**config.mk**
```make
export PLATFORM = sky130hd
export DESIGN_NAME = slc_lcd_ctrl
export DESIGN_NICKNAME = d
export VERILOG_FILES = /design/src/pkg/slc_pkg.sv /design/src/rtl/slc_lcd_ctrl.sv /design/src/rtl/slc_tick_div.sv
export SDC_FILE = /design/constraint.sdc
export NUM_CORES = 1
export LEC_CHECK = 0
export ABC_AREA = 1
export BUFFER_PORTS_ARGS = -buffer_cell sky130_fd_sc_hd__clkbuf_2
export CAP_MARGIN = 10
export CORE_MARGIN = 5
export CORE_UTILIZATION = 56
export DETAILED_ROUTE_END_ITERATION = 6
export PLACE_DENSITY = 0.88
export SYNTH_ARGS = -nofsm -noshare
export SYNTH_HDL_FRONTEND = slang
export SYNTH_SLANG_ARGS = --single-unit
```
**constraint.sdc**
```tcl
create_clock -name clock -period 2.31 [get_ports clock]
set_input_delay 0.462 -clock clock [delete_from_list [all_inputs] [get_ports clock]]
set_output_delay 0.462 -clock clock [all_outputs]
set_load 0.02 [all_outputs]
```
**src/pkg/slc_pkg.sv**
```systemverilog
// How it works
// Bias divider off whenever the driver is off
// Each RAM bit maps to one fixed element
// Set bit turns element on, clear keeps off
// RAM E0..F7, six bytes per backplane
// First byte S8..S4 high, then eight per byte
// Display RAM is not reset
// Unused backplane bytes are plain storage
// Main clock source plus stop switches off
// Switched off by stop grounds every line
// Auxiliary source keeps display running in stop
// Source or function change waits for frame end
// Software waits for frame end before stop
// Clock field: off, aux, reserved, main divide
// Mode register DCh: mux, clock, frame fields
// Mux field sets number of scanned backplanes
// Frame field divides reference 512 down to 64
// Mux codes 00=4, 01=1, 10=2, 11=3
// Main clock divided by 32..256 for reference
// Frame rate is base rate over backplanes
// Oscillator failure grounds every line
// Segments follow scanned backplane, slot per period
package slc_pkg;

  // ==========================================================
  // Register map
  localparam logic [7:0] SLC_MODE_ADDR   = 8'hDC;
  localparam logic [7:0] SLC_STAT_ADDR   = 8'hDE;
  localparam logic [7:0] SLC_RAM_FIRST   = 8'hE0;
  localparam logic [7:0] SLC_RAM_LAST    = 8'hF7;
  localparam logic [7:0] SLC_MODE_RESET  = 8'h00;
  localparam logic [7:0] SLC_READ_NONE   = 8'h00;

  // ==========================================================
  // Field positions of the mode register
  localparam int SLC_MUX_MSB = 7;
  localparam int SLC_MUX_LSB = 6;
  localparam int SLC_CLK_MSB = 5;
  localparam int SLC_CLK_LSB = 3;
  localparam int SLC_FR_MSB  = 2;
  localparam int SLC_FR_LSB  = 0;

  // ==========================================================
  // Geometry
  localparam int SLC_RAM_BYTES   = 24;
  localparam int SLC_GROUP_BYTES = 6;
  localparam int SLC_SEG_LINES   = 45;
  localparam int SLC_BACKPLANES  = 4;
  localparam int SLC_DIV_W       = 10;

  // ==========================================================
  // Clock field codes and the reserved frame code
  localparam logic [2:0] SLC_CLK_OFF   = 3'h0;
  localparam logic [2:0] SLC_CLK_AUX   = 3'h1;
  localparam logic [2:0] SLC_CLK_RSV_A = 3'h2;
  localparam logic [2:0] SLC_CLK_RSV_B = 3'h7;
  localparam logic [2:0] SLC_FR_RSV    = 3'h7;

  typedef enum logic [2:0] {
    SLC_ST_IDLE = 3'b001,
    SLC_ST_SCAN = 3'b010,
    SLC_ST_HALT = 3'b100
  } slc_state_e;

  // Main clock division to the reference; zero means no main source
  function automatic logic [SLC_DIV_W-1:0] slc_main_div(
    input logic [2:0] code
  );
    case (code)
      3'h3:    slc_main_div = 10'h020;
      3'h4:    slc_main_div = 10'h040;
      3'h5:    slc_main_div = 10'h080;
      3'h6:    slc_main_div = 10'h100;
      default: slc_main_div = 10'h000;
    endcase
  endfunction : slc_main_div

  function automatic logic [SLC_DIV_W-1:0] slc_frame_div(
    input logic [2:0] code
  );
    case (code)
      3'h0:    slc_frame_div = 10'h200;
      3'h1:    slc_frame_div = 10'h182;
      3'h2:    slc_frame_div = 10'h100;
      3'h3:    slc_frame_div = 10'h0C0;
      3'h4:    slc_frame_div = 10'h080;
      3'h5:    slc_frame_div = 10'h060;
      3'h6:    slc_frame_div = 10'h040;
      default: slc_frame_div = 10'h000;
    endcase
  endfunction : slc_frame_div

  // Index of the last scanned backplane
  function automatic logic [1:0] slc_last_slot(input logic [1:0] mux);
    case (mux)
      2'h0:    slc_last_slot = 2'h3;
      2'h1:    slc_last_slot = 2'h0;
      2'h2:    slc_last_slot = 2'h1;
      default: slc_last_slot = 2'h2;
    endcase
  endfunction : slc_last_slot

endpackage : slc_pkg

```
**src/rtl/slc_lcd_ctrl.sv**
```systemverilog
`timescale 1ns/1ps
`default_nettype none
module slc_lcd_ctrl
  import slc_pkg::*;
(
  input  wire logic                     clock,
  input  wire logic                     rst_n,
  input  wire logic                     clk_en,
  input  wire logic [7:0]               addr,
  input  wire logic [7:0]               wr_data,
  input  wire logic                     wr_en,
  input  wire logic                     rd_en,
  output logic [7:0]                    rd_data,
  input  wire logic                     stop_req,
  input  wire logic                     aux_low_speed_oscillator,
  input  wire logic                     osc_fail,
  output logic [SLC_SEG_LINES-1:0]      seg_out,
  output logic                          backplane_out_1,
  output logic                          backplane_out_2,
  output logic                          backplane_out_3,
  output logic                          backplane_out_4,
  output logic                          frame_phase,
  output logic                          lines_grounded,
  output logic                          bias_div_en
);

  // ==========================================================
  // Storage
  logic [7:0]               ram_q [0:SLC_RAM_BYTES-1];
  logic [7:0]               mode_q;
  logic [7:0]               act_q;
  logic [1:0]               slot_q;
  logic                     phase_q;
  slc_state_e               state_q;
  slc_state_e               state_d;

  // Synchronisers for pins from outside the clock domain
  logic                     aux_s1_q;
  logic                     aux_s2_q;
  logic                     aux_s3_q;
  logic                     fail_s1_q;
  logic                     fail_s2_q;

  // ==========================================================
  // Bus decode
  wire                      ram_hit;
  wire [7:0]                ram_off;
  wire [4:0]                ram_idx;
  wire                      mode_hit;
  wire                      stat_hit;
  wire [7:0]                stat_val;
  wire [7:0]                rd_mux;

  assign ram_hit  = (addr >= SLC_RAM_FIRST) && (addr <= SLC_RAM_LAST);
  assign ram_off  = addr - SLC_RAM_FIRST;
  assign ram_idx  = ram_off[4:0];
  assign mode_hit = (addr == SLC_MODE_ADDR);
  assign stat_hit = (addr == SLC_STAT_ADDR);

  // Unused backplane bytes read back exactly as written
  assign rd_mux = ram_hit  ? ram_q[ram_idx] :
                  mode_hit ? mode_q :
                  stat_hit ? stat_val :
                             SLC_READ_NONE;

  // ==========================================================
  // Active configuration fields
  wire [1:0]                act_mux;
  wire [2:0]                act_clk;
  wire [2:0]                act_fr;
  wire [SLC_DIV_W-1:0]      main_div;
  wire [SLC_DIV_W-1:0]      frame_div;
  wire [1:0]                last_slot;
  wire                      src_aux;
  wire                      src_main;
  wire                      cfg_runnable;

  assign act_mux   = act_q[SLC_MUX_MSB:SLC_MUX_LSB];
  assign act_clk   = act_q[SLC_CLK_MSB:SLC_CLK_LSB];
  assign act_fr    = act_q[SLC_FR_MSB:SLC_FR_LSB];
  assign main_div  = slc_main_div(act_clk);
  assign frame_div = slc_frame_div(act_fr);
  assign last_slot = slc_last_slot(act_mux);

  // Off and reserved codes leave no source selected
  assign src_aux  = (act_clk == SLC_CLK_AUX);
  assign src_main = (main_div != 10'h000);
  assign cfg_runnable = (src_aux || src_main) &&
                        (act_fr != SLC_FR_RSV);

  assign stat_val = {2'h0, slot_q, phase_q, fail_s2_q,
                     src_aux, state_q == SLC_ST_SCAN};

  // ==========================================================
  // Reference and base frame ticks
  wire                      aux_edge;
  wire                      scanning;
  wire                      main_tick;
  wire                      ref_step;
  wire                      base_tick;
  wire                      frame_end;

  assign aux_edge = aux_s2_q && !aux_s3_q;
  assign scanning = (state_q == SLC_ST_SCAN);

  slc_tick_div u_ref_div (
    .clock  (clock),
    .rst_n  (rst_n),
    .clk_en (clk_en),
    .run    (scanning && src_main),
    .step   (1'b1),
    .divide (main_div),
    .tick   (main_tick)
  );

  assign ref_step = src_aux ? aux_edge : main_tick;

  slc_tick_div u_base_div (
    .clock  (clock),
    .rst_n  (rst_n),
    .clk_en (clk_en),
    .run    (scanning),
    .step   (ref_step),
    .divide (frame_div),
    .tick   (base_tick)
  );

  // A frame ends after the last active backplane slot
  assign frame_end = base_tick && (slot_q == last_slot);

  // ==========================================================
  // Driver state
  wire                      stop_kills;
  wire                      apply_cfg;

  // Main source has no clock in stop; auxiliary keeps going
  assign stop_kills = stop_req && !src_aux;

  // An idle driver has no frame to wait for, so it takes the
  // new mode at once; a scanning one only at frame end
  assign apply_cfg = frame_end || (state_q == SLC_ST_IDLE);

  always_comb begin
    state_d = state_q;
    case (state_q)
      SLC_ST_IDLE: begin
        if (cfg_runnable && !fail_s2_q && !stop_kills) begin
          state_d = SLC_ST_SCAN;
        end
      end
      SLC_ST_SCAN: begin
        if (!cfg_runnable) begin
          state_d = SLC_ST_IDLE;
        end else if (stop_kills || fail_s2_q) begin
          state_d = SLC_ST_HALT;
        end
      end
      SLC_ST_HALT: begin
        if (!stop_kills && !fail_s2_q) begin
          state_d = SLC_ST_SCAN;
        end
      end
      default: state_d = SLC_ST_IDLE;
    endcase
  end

  // ==========================================================
  // Segment row of the backplane being scanned; the RAM bytes are
  // direct operands so a write during scan shows on the next cycle
  wire [4:0]                row_base;
  wire [SLC_SEG_LINES-1:0]  row_now;
  wire [3:0]                bp_sel;
  wire                      drive_on;

  assign row_base = 5'(slot_q) * 5'(SLC_GROUP_BYTES);
  assign row_now  = {ram_q[row_base + 5'h5], ram_q[row_base + 5'h4],
                     ram_q[row_base + 5'h3], ram_q[row_base + 5'h2],
                     ram_q[row_base + 5'h1],
                     ram_q[row_base][7:3]};
  assign bp_sel   = 4'h1 << slot_q;
  assign drive_on = (state_d == SLC_ST_SCAN);

  // ==========================================================
  // Synchronisers
  always_ff @(posedge clock or negedge rst_n) begin
    if (!rst_n) begin
      aux_s1_q  <= 1'b0;
      aux_s2_q  <= 1'b0;
      aux_s3_q  <= 1'b0;
      fail_s1_q <= 1'b0;
      fail_s2_q <= 1'b0;
    end else if (clk_en) begin
      aux_s1_q  <= aux_low_speed_oscillator;
      aux_s2_q  <= aux_s1_q;
      aux_s3_q  <= aux_s2_q;
      fail_s1_q <= osc_fail;
      fail_s2_q <= fail_s1_q;
    end
  end

  // ==========================================================
  // Display RAM has no reset on purpose
  always_ff @(posedge clock) begin
    if (clk_en && wr_en && ram_hit) begin
      ram_q[ram_idx] <= wr_data;
    end
  end

  // ==========================================================
  // Registers
  always_ff @(posedge clock or negedge rst_n) begin
    if (!rst_n) begin
      mode_q  <= SLC_MODE_RESET;
      act_q   <= SLC_MODE_RESET;
      rd_data <= SLC_READ_NONE;
    end else if (clk_en) begin
      if (wr_en && mode_hit) begin
        mode_q <= wr_data;
      end
      if (apply_cfg) begin
        act_q <= mode_q;
      end
      rd_data <= rd_en ? rd_mux : SLC_READ_NONE;
    end
  end

  // ==========================================================
  // Scan sequencer
  always_ff @(posedge clock or negedge rst_n) begin
    if (!rst_n) begin
      state_q <= SLC_ST_IDLE;
      slot_q  <= 2'h0;
      phase_q <= 1'b0;
    end else if (clk_en) begin
      state_q <= state_d;
      if (state_d != SLC_ST_SCAN) begin
        slot_q <= 2'h0;
      end else if (frame_end) begin
        slot_q  <= 2'h0;
        phase_q <= !phase_q;   // Flip polarity so no DC builds up
      end else if (base_tick) begin
        slot_q <= slot_q + 2'h1;
      end
    end
  end

  // ==========================================================
  // Line drivers; everything grounded when not scanning
  always_ff @(posedge clock or negedge rst_n) begin
    if (!rst_n) begin
      seg_out         <= '0;
      backplane_out_1 <= 1'b0;
      backplane_out_2 <= 1'b0;
      backplane_out_3 <= 1'b0;
      backplane_out_4 <= 1'b0;
      frame_phase     <= 1'b0;
      lines_grounded  <= 1'b1;
      bias_div_en     <= 1'b0;
    end else if (clk_en) begin
      seg_out         <= drive_on ? row_now : '0;
      backplane_out_1 <= drive_on && bp_sel[0];
      backplane_out_2 <= drive_on && bp_sel[1];
      backplane_out_3 <= drive_on && bp_sel[2];
      backplane_out_4 <= drive_on && bp_sel[3];
      frame_phase     <= drive_on && phase_q;
      lines_grounded  <= !drive_on;
      bias_div_en     <= drive_on;
    end
  end

endmodule : slc_lcd_ctrl
`default_nettype wire

```
**src/rtl/slc_tick_div.sv**
```systemverilog
`timescale 1ns/1ps
`default_nettype none
module slc_tick_div
  import slc_pkg::*;
(
  input  wire logic                 clock,
  input  wire logic                 rst_n,
  input  wire logic                 clk_en,
  input  wire logic                 run,
  input  wire logic                 step,
  input  wire logic [SLC_DIV_W-1:0] divide,
  output logic                      tick
);

  logic [SLC_DIV_W-1:0] cnt_q;
  logic                 wrap;

  // ==========================================================
  // Count steps; one pulse every divide steps
  assign wrap = (cnt_q >= divide - 10'h001);

  always_ff @(posedge clock or negedge rst_n) begin
    if (!rst_n) begin
      cnt_q <= 10'h000;
      tick  <= 1'b0;
    end else if (clk_en) begin
      if (!run || divide == 10'h000) begin
        cnt_q <= 10'h000;
        tick  <= 1'b0;
      end else if (step) begin
        cnt_q <= wrap ? 10'h000 : cnt_q + 10'h001;
        tick  <= wrap;
      end else begin
        tick  <= 1'b0;
      end
    end
  end

endmodule : slc_tick_div
`default_nettype wire

```
==> impl_metrics.py, run 1 <==
metrics = {
    "sta": {
        "fmax_mhz": 416,
        "skew_ns": 0.0161,
        "setup_viol_count_final": 11,
        "report.final.hold_viol_count": 0,
        "max_slew_margin_pct": 48.7,
        "rsz0062_at_grt": "yes",
        "worst_slew_pin_slew_ns": 0.769,
        "slew_viol_final": 0,
        "finalCritPeriodShare_pct": 104,
        "finalCriticalPeriod_ns": 2.40,
        "fin_ws_ns": -0.0936,
    },
    "yosys": {
        "syn_area_um2": 16900,
        "synth_most_common_cell": "nand2_1",
        "synth.distinct_cells": 47,
        "ys_warn_count": 0,
        "synthCells": 2164,
        "ys_top_cells_by_area": "edfxtp_1 34%, dfrtp_1 16%, nand2_1 15%",
        "synth_edf_count": 192,
        "syn-num-nets": 2211,
        "avgSynthCellArea_um2": 7.81,
        "synth_top_area_share_pct": 34.1,
        "synthArstFlopShare_pct": 36.2,
        "netlist_top_cells_count": "675 x nand2_1, 270 x nor2_1, 196 x o21ai_0",
        "ys_seq_area_share_pct": 50.3,
        "yosys.area.top_type": "edfxtp_1",
        "synth-seq-cells": 301,
        "synth_top_flop_cell": "edfxtp_1",
    },
    "setup_path": {
        "path_class": "reg -> reg",
        "max_stage_delay_ns": 0.41,
        "r2r-end": "u_ref_div.cnt_q[8]",
        "r2r_cells": 14,
        "r2r_slack_ns": -0.09,
        "critical_path.startpoint_type": "flop",
        "r2r-start": "act_q[5]",
        "crit_fanout": 4,
        "cp-end-kind": "flop",
        "arrival_ns": 2.80,
        "critPathRequiredTime_ns": 2.71,
        "cp_cell_sequence": "nor3_4 > inv_2 > ha_4 > xor2_2 > ha_1 > buf_4 > nand2_1 > nor2_2 > nand3_1 > nand3_2 > nor2_4 > buf_4 > nand2_1 > o21ai_0",
        "crit_slowest_cell": "dfrtp_1",
    },
    "pwr": {
        "switching_share_pct": 23.6,
        "clockPowerShare_pct": 45.5,
        "p_comb_share_pct": 6.1,
        "power_density_nw_per_um2": 602,
        "p_seq_share_pct": 48.5,
        "p_int_w": 0.00916,
        "p_switching_w": 0.00283,
        "finalPower_w": 0.0120,
        "leakage_nw": 9.31,
        "max-vdd-ir-drop_mv": 0.566,
    },
    "route": {
        "ant_nets": 0,
        "vias_per_cell": 6.07,
        "routed_wl_um": 61100,
        "route.detailed.wl_per_inst_um": 22.4,
        "first_pass_iters": 7,
        "vias": 16600,
        "drc": 1,
        "drtIter0Drc": 2821,
    },
    "min_path": {
        "min_path_type": "in -> reg",
        "hold-path-cell-count": 3,
        "hold_path.startpoint": "aux_low_speed_oscillator",
        "min_to": "aux_s1_q",
    },
    "cells_and_area": {
        "nNetsFinal": 2359,
        "fin_util_pct": 67.0,
        "fillers": 2341,
        "synthToLayoutAreaGrowth_pct": 17.9,
        "drive_gt1_share_pct": 14.5,
        "stdcell_count": 2729,
        "final_area_um2": 19900,
    },
    "job": {
        "cap_violations": 0,
    },
    "clock_network": {
        "cts_tree": "done",
        "clkLatencyLatePin_ns": 0.53,
        "numCtsBuffers": 34,
        "clockRootBuffer": "clkbuf_16",
        "path_clk_slew_ns": 0.06,
        "htree_num_levels": 2,
        "cts.sinks": 301,
        "cts_max_path_buffers": 3,
    },
    "place": {
        "dp.cells": 2658,
        "dp_hpwl_um": 42300,
        "post_dp_cell_area_um2": 18500,
        "port_buffers": 83,
        "gp_congestion": 1.04,
    },
    "floorplanning": {
        "die_area_um2": 33700,
        "die_y_um": 184,
        "start_util_pct": 56.8,
        "io_pins": 84,
        "rows": 63,
        "core_um2": 29700,
        "fp.dieW_um": 184,
    },
    "global_routing": {
        "antenna_found_initial": 2,
        "grt_pass1_vias": 15500,
        "grtUsageTotal_pct": 35.5,
        "grt_overflow": 0,
        "grt_pass1_wl_um": 91400,
        "grt_max_degree": 104,
    },
    "status": {
        "failed_checks": "design-rule violations, negative setup slack",
        "status": "finished with violations",
    },
}
==> worst max path at each step <==
stage | start | endpoint | slack, ns | cells after the start
final | act_q[5] | u_ref_div.cnt_q[8] | -0.09 | 14
after global routing | act_q[4] | u_ref_div.cnt_q[8] | -0.19 | 15
after CTS | act_q[3] | u_ref_div.cnt_q[4] | 0.02 | 14
after detailed placement | act_q[3] | u_ref_div.cnt_q[4] | -0.04 | 13
after global placement | act_q[3] | u_ref_div.cnt_q[0] | 0.03 | 13
after floorplan | slot_q[0] | seg_out[13] | 0.04 | 13
==> flip-flops by register name, indices dropped and copies added, names as in the netlist, 2 cells and up <==
name,cells
ram_q,192
seg_out,45
mode_q,8
state_q,3
u_base_div.cnt_q,10
rd_data,8
u_ref_div.cnt_q,10
act_q,8
slot_q,2
==> repair_timing <==
action                     4_1_cts  5_1_grt
gates cloned                     0        4
buffers inserted                 1        2
pin swaps                        1       10
hold buffers                     1        0
setup endpoints to repair        9       56
hold endpoints to repair        25        0
resized for setup                3       41
==> kinds of logic (layout without fill, tap and decap cells) <==
logic type / Yosys count / after routing / synth area share, %
compound gates: 404 / 404 / 13.0
other cells: 0 / 1 / 0
buf+inv: 317 / 491 / 7.70
simple gates: 1092 / 1092 / 25.7
mux: 12 / 12 / 0.770
fa+ha+maj: 23 / 23 / 1.70
flops: 301 / 301 / 50.3
xor+xnor: 15 / 15 / 0.822
==> critical path, delay by kind of cell (launching register included) <==
kind	cells	cell delay [ns]
compound gates	1	0.07
xor+xnor	1	0.15
fa+ha+maj	2	0.49
buf+inv	3	0.35
flops	1	0.41
simple gates	7	0.79
==> stage by stage <==
step / TNS, ns / hold WS, ns / setup slack (ns)
floorplan: 0 / 0.166 / 0.0383
global placement: 0 / 0.413 / 0.0327
detailed placement: -0.136 / 0.415 / -0.0377
CTS: 0 / 0.146 / 0.0196
global route: -1.96 / 0.160 / -0.194
finish: -0.752 / 0.147 / -0.0936
==> cell usage in the layout, fill, tap and decap left out, types with 11 or more instances in the layout <==
master,count
nor3_1,13
o22ai_1,19
inv_1,192
clkbuf_2,82
clkbuf_16,41
dfrtp_1,106
o21ai_2,12
edfxtp_1,192
o21ai_0,187
buf_4,116
nand3_1,108
o211ai_1,25
nand2_1,669
a21oi_1,99
nor2_1,269
o21ai_1,35
ha_1,19
xor2_1,11
buf_12,20
==> area by class of cell <==
class	instances	area, µm²	area share (%)
Sequential cell	301	8500	42.7
Multi-Input combinational cell	1546	7240	36.3
Timing Repair Buffer	225	1800	9.04
Clock buffer	45	997	5.01
Inverter	204	771	3.87
Tap cell	390	488	2.45
Clock inverter	17	121	0.609
Antenna cell	1	2.50	0.0126
==> power groups by stage <==
stage                     Sequential, W  Combinational [W]  Clock [W]
final                           0.00581           0.000727    0.00545
after global routing            0.00581           0.000778    0.00571
after CTS                       0.00581           0.000691    0.00546
after detailed placement        0.00592           0.000682          0
after global placement          0.00591           0.000665          0
after floorplan                 0.00593           0.000325          0
==> metal layers <==
| layer | up-vias | part of all wire [%] | global-route usage [%] |
|---|---|---|---|
| met3 | 235 | 13 | 7.28 |
| li1 | 7385 | - | - |
| met4 | 0 | 6.1 | 18.2 |
| met2 | 1295 | 44 | 54.7 |
| met1 | 7656 | 36 | 47.7 |
| met5 | - | 0 | 0.429 |
No activity file was read; power rests on OpenSTA's default activity.
==> inputs of run 2 (changes only) <==
CELL_PAD_IN_SITES_DETAIL_PLACEMENT = 1   (was default)
CELL_PAD_IN_SITES_GLOBAL_PLACEMENT = 1   (was default)
CORE_UTILIZATION = 42   (was 56)
SYNTH_HIERARCHICAL = 1   (was default)
==> run 2 against run 1 <==
The run ends with negative setup slack left. Combinational power is 39% higher. Cell count is 16% higher. Power is 2.6% higher. Sequential power hardly changed. Critical path depth is 7 lower. Clock-buffer cell count is 7 higher. Global-route usage is 3.9 points lower. Worst setup slack worse by 0.11 ns. Sequential share of layout area is 3.4 points lower. Synthesized cell count is 11% higher. Area after synthesis is 6.3% higher. Largest power group unchanged. Highest routed layer is now met5.
==> impl_metrics.py, run 2 <==
metrics = {
    "clock_network": {
        "cts_tree": "done",
        "clkLatencyLatePin_ns": 0.57,
        "path_clk_slew_ns": 0.06,
        "numCtsBuffers": 36,
        "htree_num_levels": 2,
        "cts.sinks": 301,
        "cts_max_path_buffers": 3,
        "clockRootBuffer": "clkbuf_16",
    },
    "route": {
        "vias": 18800,
        "first_pass_iters": 6,
        "drtIter0Drc": 2487,
        "routed_wl_um": 79600,
        "ant_nets": 0,
        "route.detailed.wl_per_inst_um": 25.2,
        "vias_per_cell": 5.97,
        "drc": 0,
    },
    "sta": {
        "rsz0062_at_grt": "yes",
        "skew_ns": 0.0323,
        "finalCritPeriodShare_pct": 109,
        "fin_ws_ns": -0.207,
        "setup_viol_count_final": 25,
        "slew_viol_final": 0,
        "max_slew_margin_pct": 28.6,
        "fmax_mhz": 397,
        "worst_slew_pin_slew_ns": 1.07,
        "fin_setup_tns_ns": -2.84,
        "report.final.hold_viol_count": 0,
        "finalCriticalPeriod_ns": 2.52,
    },
    "setup_path": {
        "critical_path.startpoint_type": "flop",
        "critPathRequiredTime_ns": 2.72,
        "crit_fanout": 27,
        "path_class": "reg -> reg",
        "crit_family": "compound AO/OA/AOI/OAI gates",
        "crit_slowest_cell": "o21ai_0",
        "cp_cell_sequence": "inv_4 > ha_4 > buf_12 > buf_6 > nor2_1 > o21ai_0 > o21ai_1",
        "r2r_cells": 7,
        "cp-end-kind": "flop",
        "r2r-end": "seg_out[12]",
        "arrival_ns": 2.93,
        "worstPathBufferInverterCount": 3,
        "r2r_slack_ns": -0.21,
        "r2r-start": "slot_q[0]",
        "max_stage_delay_ns": 0.74,
    },
    "place": {
        "port_buffers": 83,
        "post_dp_cell_area_um2": 19800,
        "dp_worst_setup_slack_ns": -0.347,
        "gp_congestion": 0.965,
        "dp_hpwl_um": 52800,
    },
    "min_path": {
        "min_path_type": "in -> reg",
        "hold_path.startpoint": "osc_fail",
        "min_to": "fail_s1_q",
        "hold-path-cell-count": 3,
    },
    "global_routing": {
        "antenna_found_initial": 7,
        "grt_pass1_wl_um": 114000,
        "grt_overflow": 0,
        "grt_max_degree": 88,
        "grtUsageTotal_pct": 31.6,
        "grt_pass1_vias": 19100,
    },
    "yosys": {
        "ys_warn_count": 6,
        "synthCells": 2402,
        "netlist_top_cells_count": "899 x nand2_1, 249 x inv_1, 192 x edfxtp_1",
        "ys_seq_area_share_pct": 47.3,
        "ys_top_cells_by_area": "edfxtp_1 32%, nand2_1 19%, dfrtp_1 15%",
        "yosys.area.top_type": "edfxtp_1",
        "synthArstFlopShare_pct": 36.2,
        "avgSynthCellArea_um2": 7.47,
        "syn_area_um2": 18000,
        "synth_top_area_share_pct": 32.1,
        "synth-seq-cells": 301,
        "synth.distinct_cells": 47,
        "synth_edf_count": 192,
        "synth_most_common_cell": "nand2_1",
        "synth_top_flop_cell": "edfxtp_1",
    },
    "floorplanning": {
        "io_pins": 84,
        "rows": 75,
        "core_um2": 42100,
        "start_util_pct": 42.6,
        "die_area_um2": 47000,
        "die_y_um": 217,
        "fp.dieW_um": 217,
    },
    "cells_and_area": {
        "top_regs": "ram_q (192), seg_out (45)",
        "nNetsFinal": 2641,
        "regMostFlops": "ram_q",
        "final_common_cell": "nand2_1",
        "final_area_um2": 21600,
        "final_cell_mix": "877 x nand2_1, 237 x inv_1, 192 x edfxtp_1, 172 x nor2_1, 161 x o21ai_0",
        "synthToLayoutAreaGrowth_pct": 20.5,
        "drive_gt1_share_pct": 16.8,
        "largest_reg_flops": 192,
        "fillers": 5197,
    },
    "pwr": {
        "power_density_nw_per_um2": 569,
        "leakage_nw": 10.2,
        "max-vdd-ir-drop_mv": 0.410,
        "finalPower_w": 0.0123,
    },
    "status": {
        "failed_checks": "negative setup slack",
        "status": "finished with violations",
    },
    "job": {
        "cap_violations": 0,
    },
}
## run 2: cell types whose count changed in the layout (fill, tap and decap cells not counted), moves of 20 or more
cell	before	now
nand3_2	3	23
conb_1	0	23
inv_1	192	237
nand2_1	669	877
nor2_1	269	172
o21ai_0	187	161
## run 2: worst reg2reg max path, stage by stage (launching register included)
cell     delay [ns]
dfrtp_4        0.45
inv_4          0.05
ha_4           0.38
buf_12         0.23
buf_6          0.25
nor2_1         0.09
o21ai_0        0.74
o21ai_1        0.17
## run 2: how the worst max path moves through the flow
stage,slack (ns),cells past startpoint,from,end
finish,-0.21,7,slot_q[0],seg_out[12]
global route,-0.34,17,act_q[1],u_base_div/cnt_q[1]
CTS,-0.13,17,act_q[1],u_base_div/cnt_q[5]
detailed placement,-0.35,16,act_q[1],u_base_div/cnt_q[6]
global placement,-0.17,16,act_q[1],u_base_div/cnt_q[7]
floorplan,0.002,13,slot_q[0],seg_out[21]
## run 2: routing by layer
layer | vias up | wire [µm] | GRT usage [%]
met1 | 9126 | 29400 | 38.7
met3 | 390 | 8160 | 7.63
met4 | 6 | 5960 | 18.0
li1 | 8058 | - | -
met2 | 1243 | 36000 | 51.3
met5 | - | 33 | 0
## run 2: final cells by class
cell class,count,area [µm²],share of cell area (%)
multi-input cells,1736,8370,38.7
clock buffers,52,971,4.49
clock inverters,10,88.8,0.411
diodes,4,10.0,0.0463
flip-flops and latches,301,8510,39.3
inverters,267,1020,4.71
well taps,539,674,3.12
repair buffers,246,2000,9.23
## run 2: logic make-up (layout without fill, tap and decap cells)
logic type / after synthesis / after routing / synth area share, %
buffers and inverters: 386 / 575 / 9.26
multiplexers: 9 / 9 / 0.558
other: 2 / 27 / 0.0418
AO/OA/AOI/OAI: 371 / 371 / 10.8
adder cells (fa/ha/maj): 29 / 29 / 2.02
XOR/XNOR: 27 / 27 / 1.32
flip-flops: 301 / 301 / 47.3
AND/OR/NAND/NOR: 1277 / 1277 / 28.7
## run 2: what timing repair did
item,4_1_cts,5_1_grt
cloned,0,1
pin swaps,29,45
setup buffers,18,8
hold buffers,1,0
hold endpoints to repair,34,0
gates resized for setup,74,74
setup endpoints to repair,45,63
## run 2: stage by stage
stage	utilization, %	hold slack (ns)	instances
finish	51.3	0.120	3155
global route	51.3	0.122	3151
CTS	50.4	0.104	3142
detailed placement	46.9	0.472	3061
global placement	46.9	0.458	3061
floorplan	-	0.166	2423
## run 2: power breakdown
part	internal (W)	switching [W]
registers	0.00578	0.0000420
clock network	0.00304	0.00243
logic	0.000289	0.000718
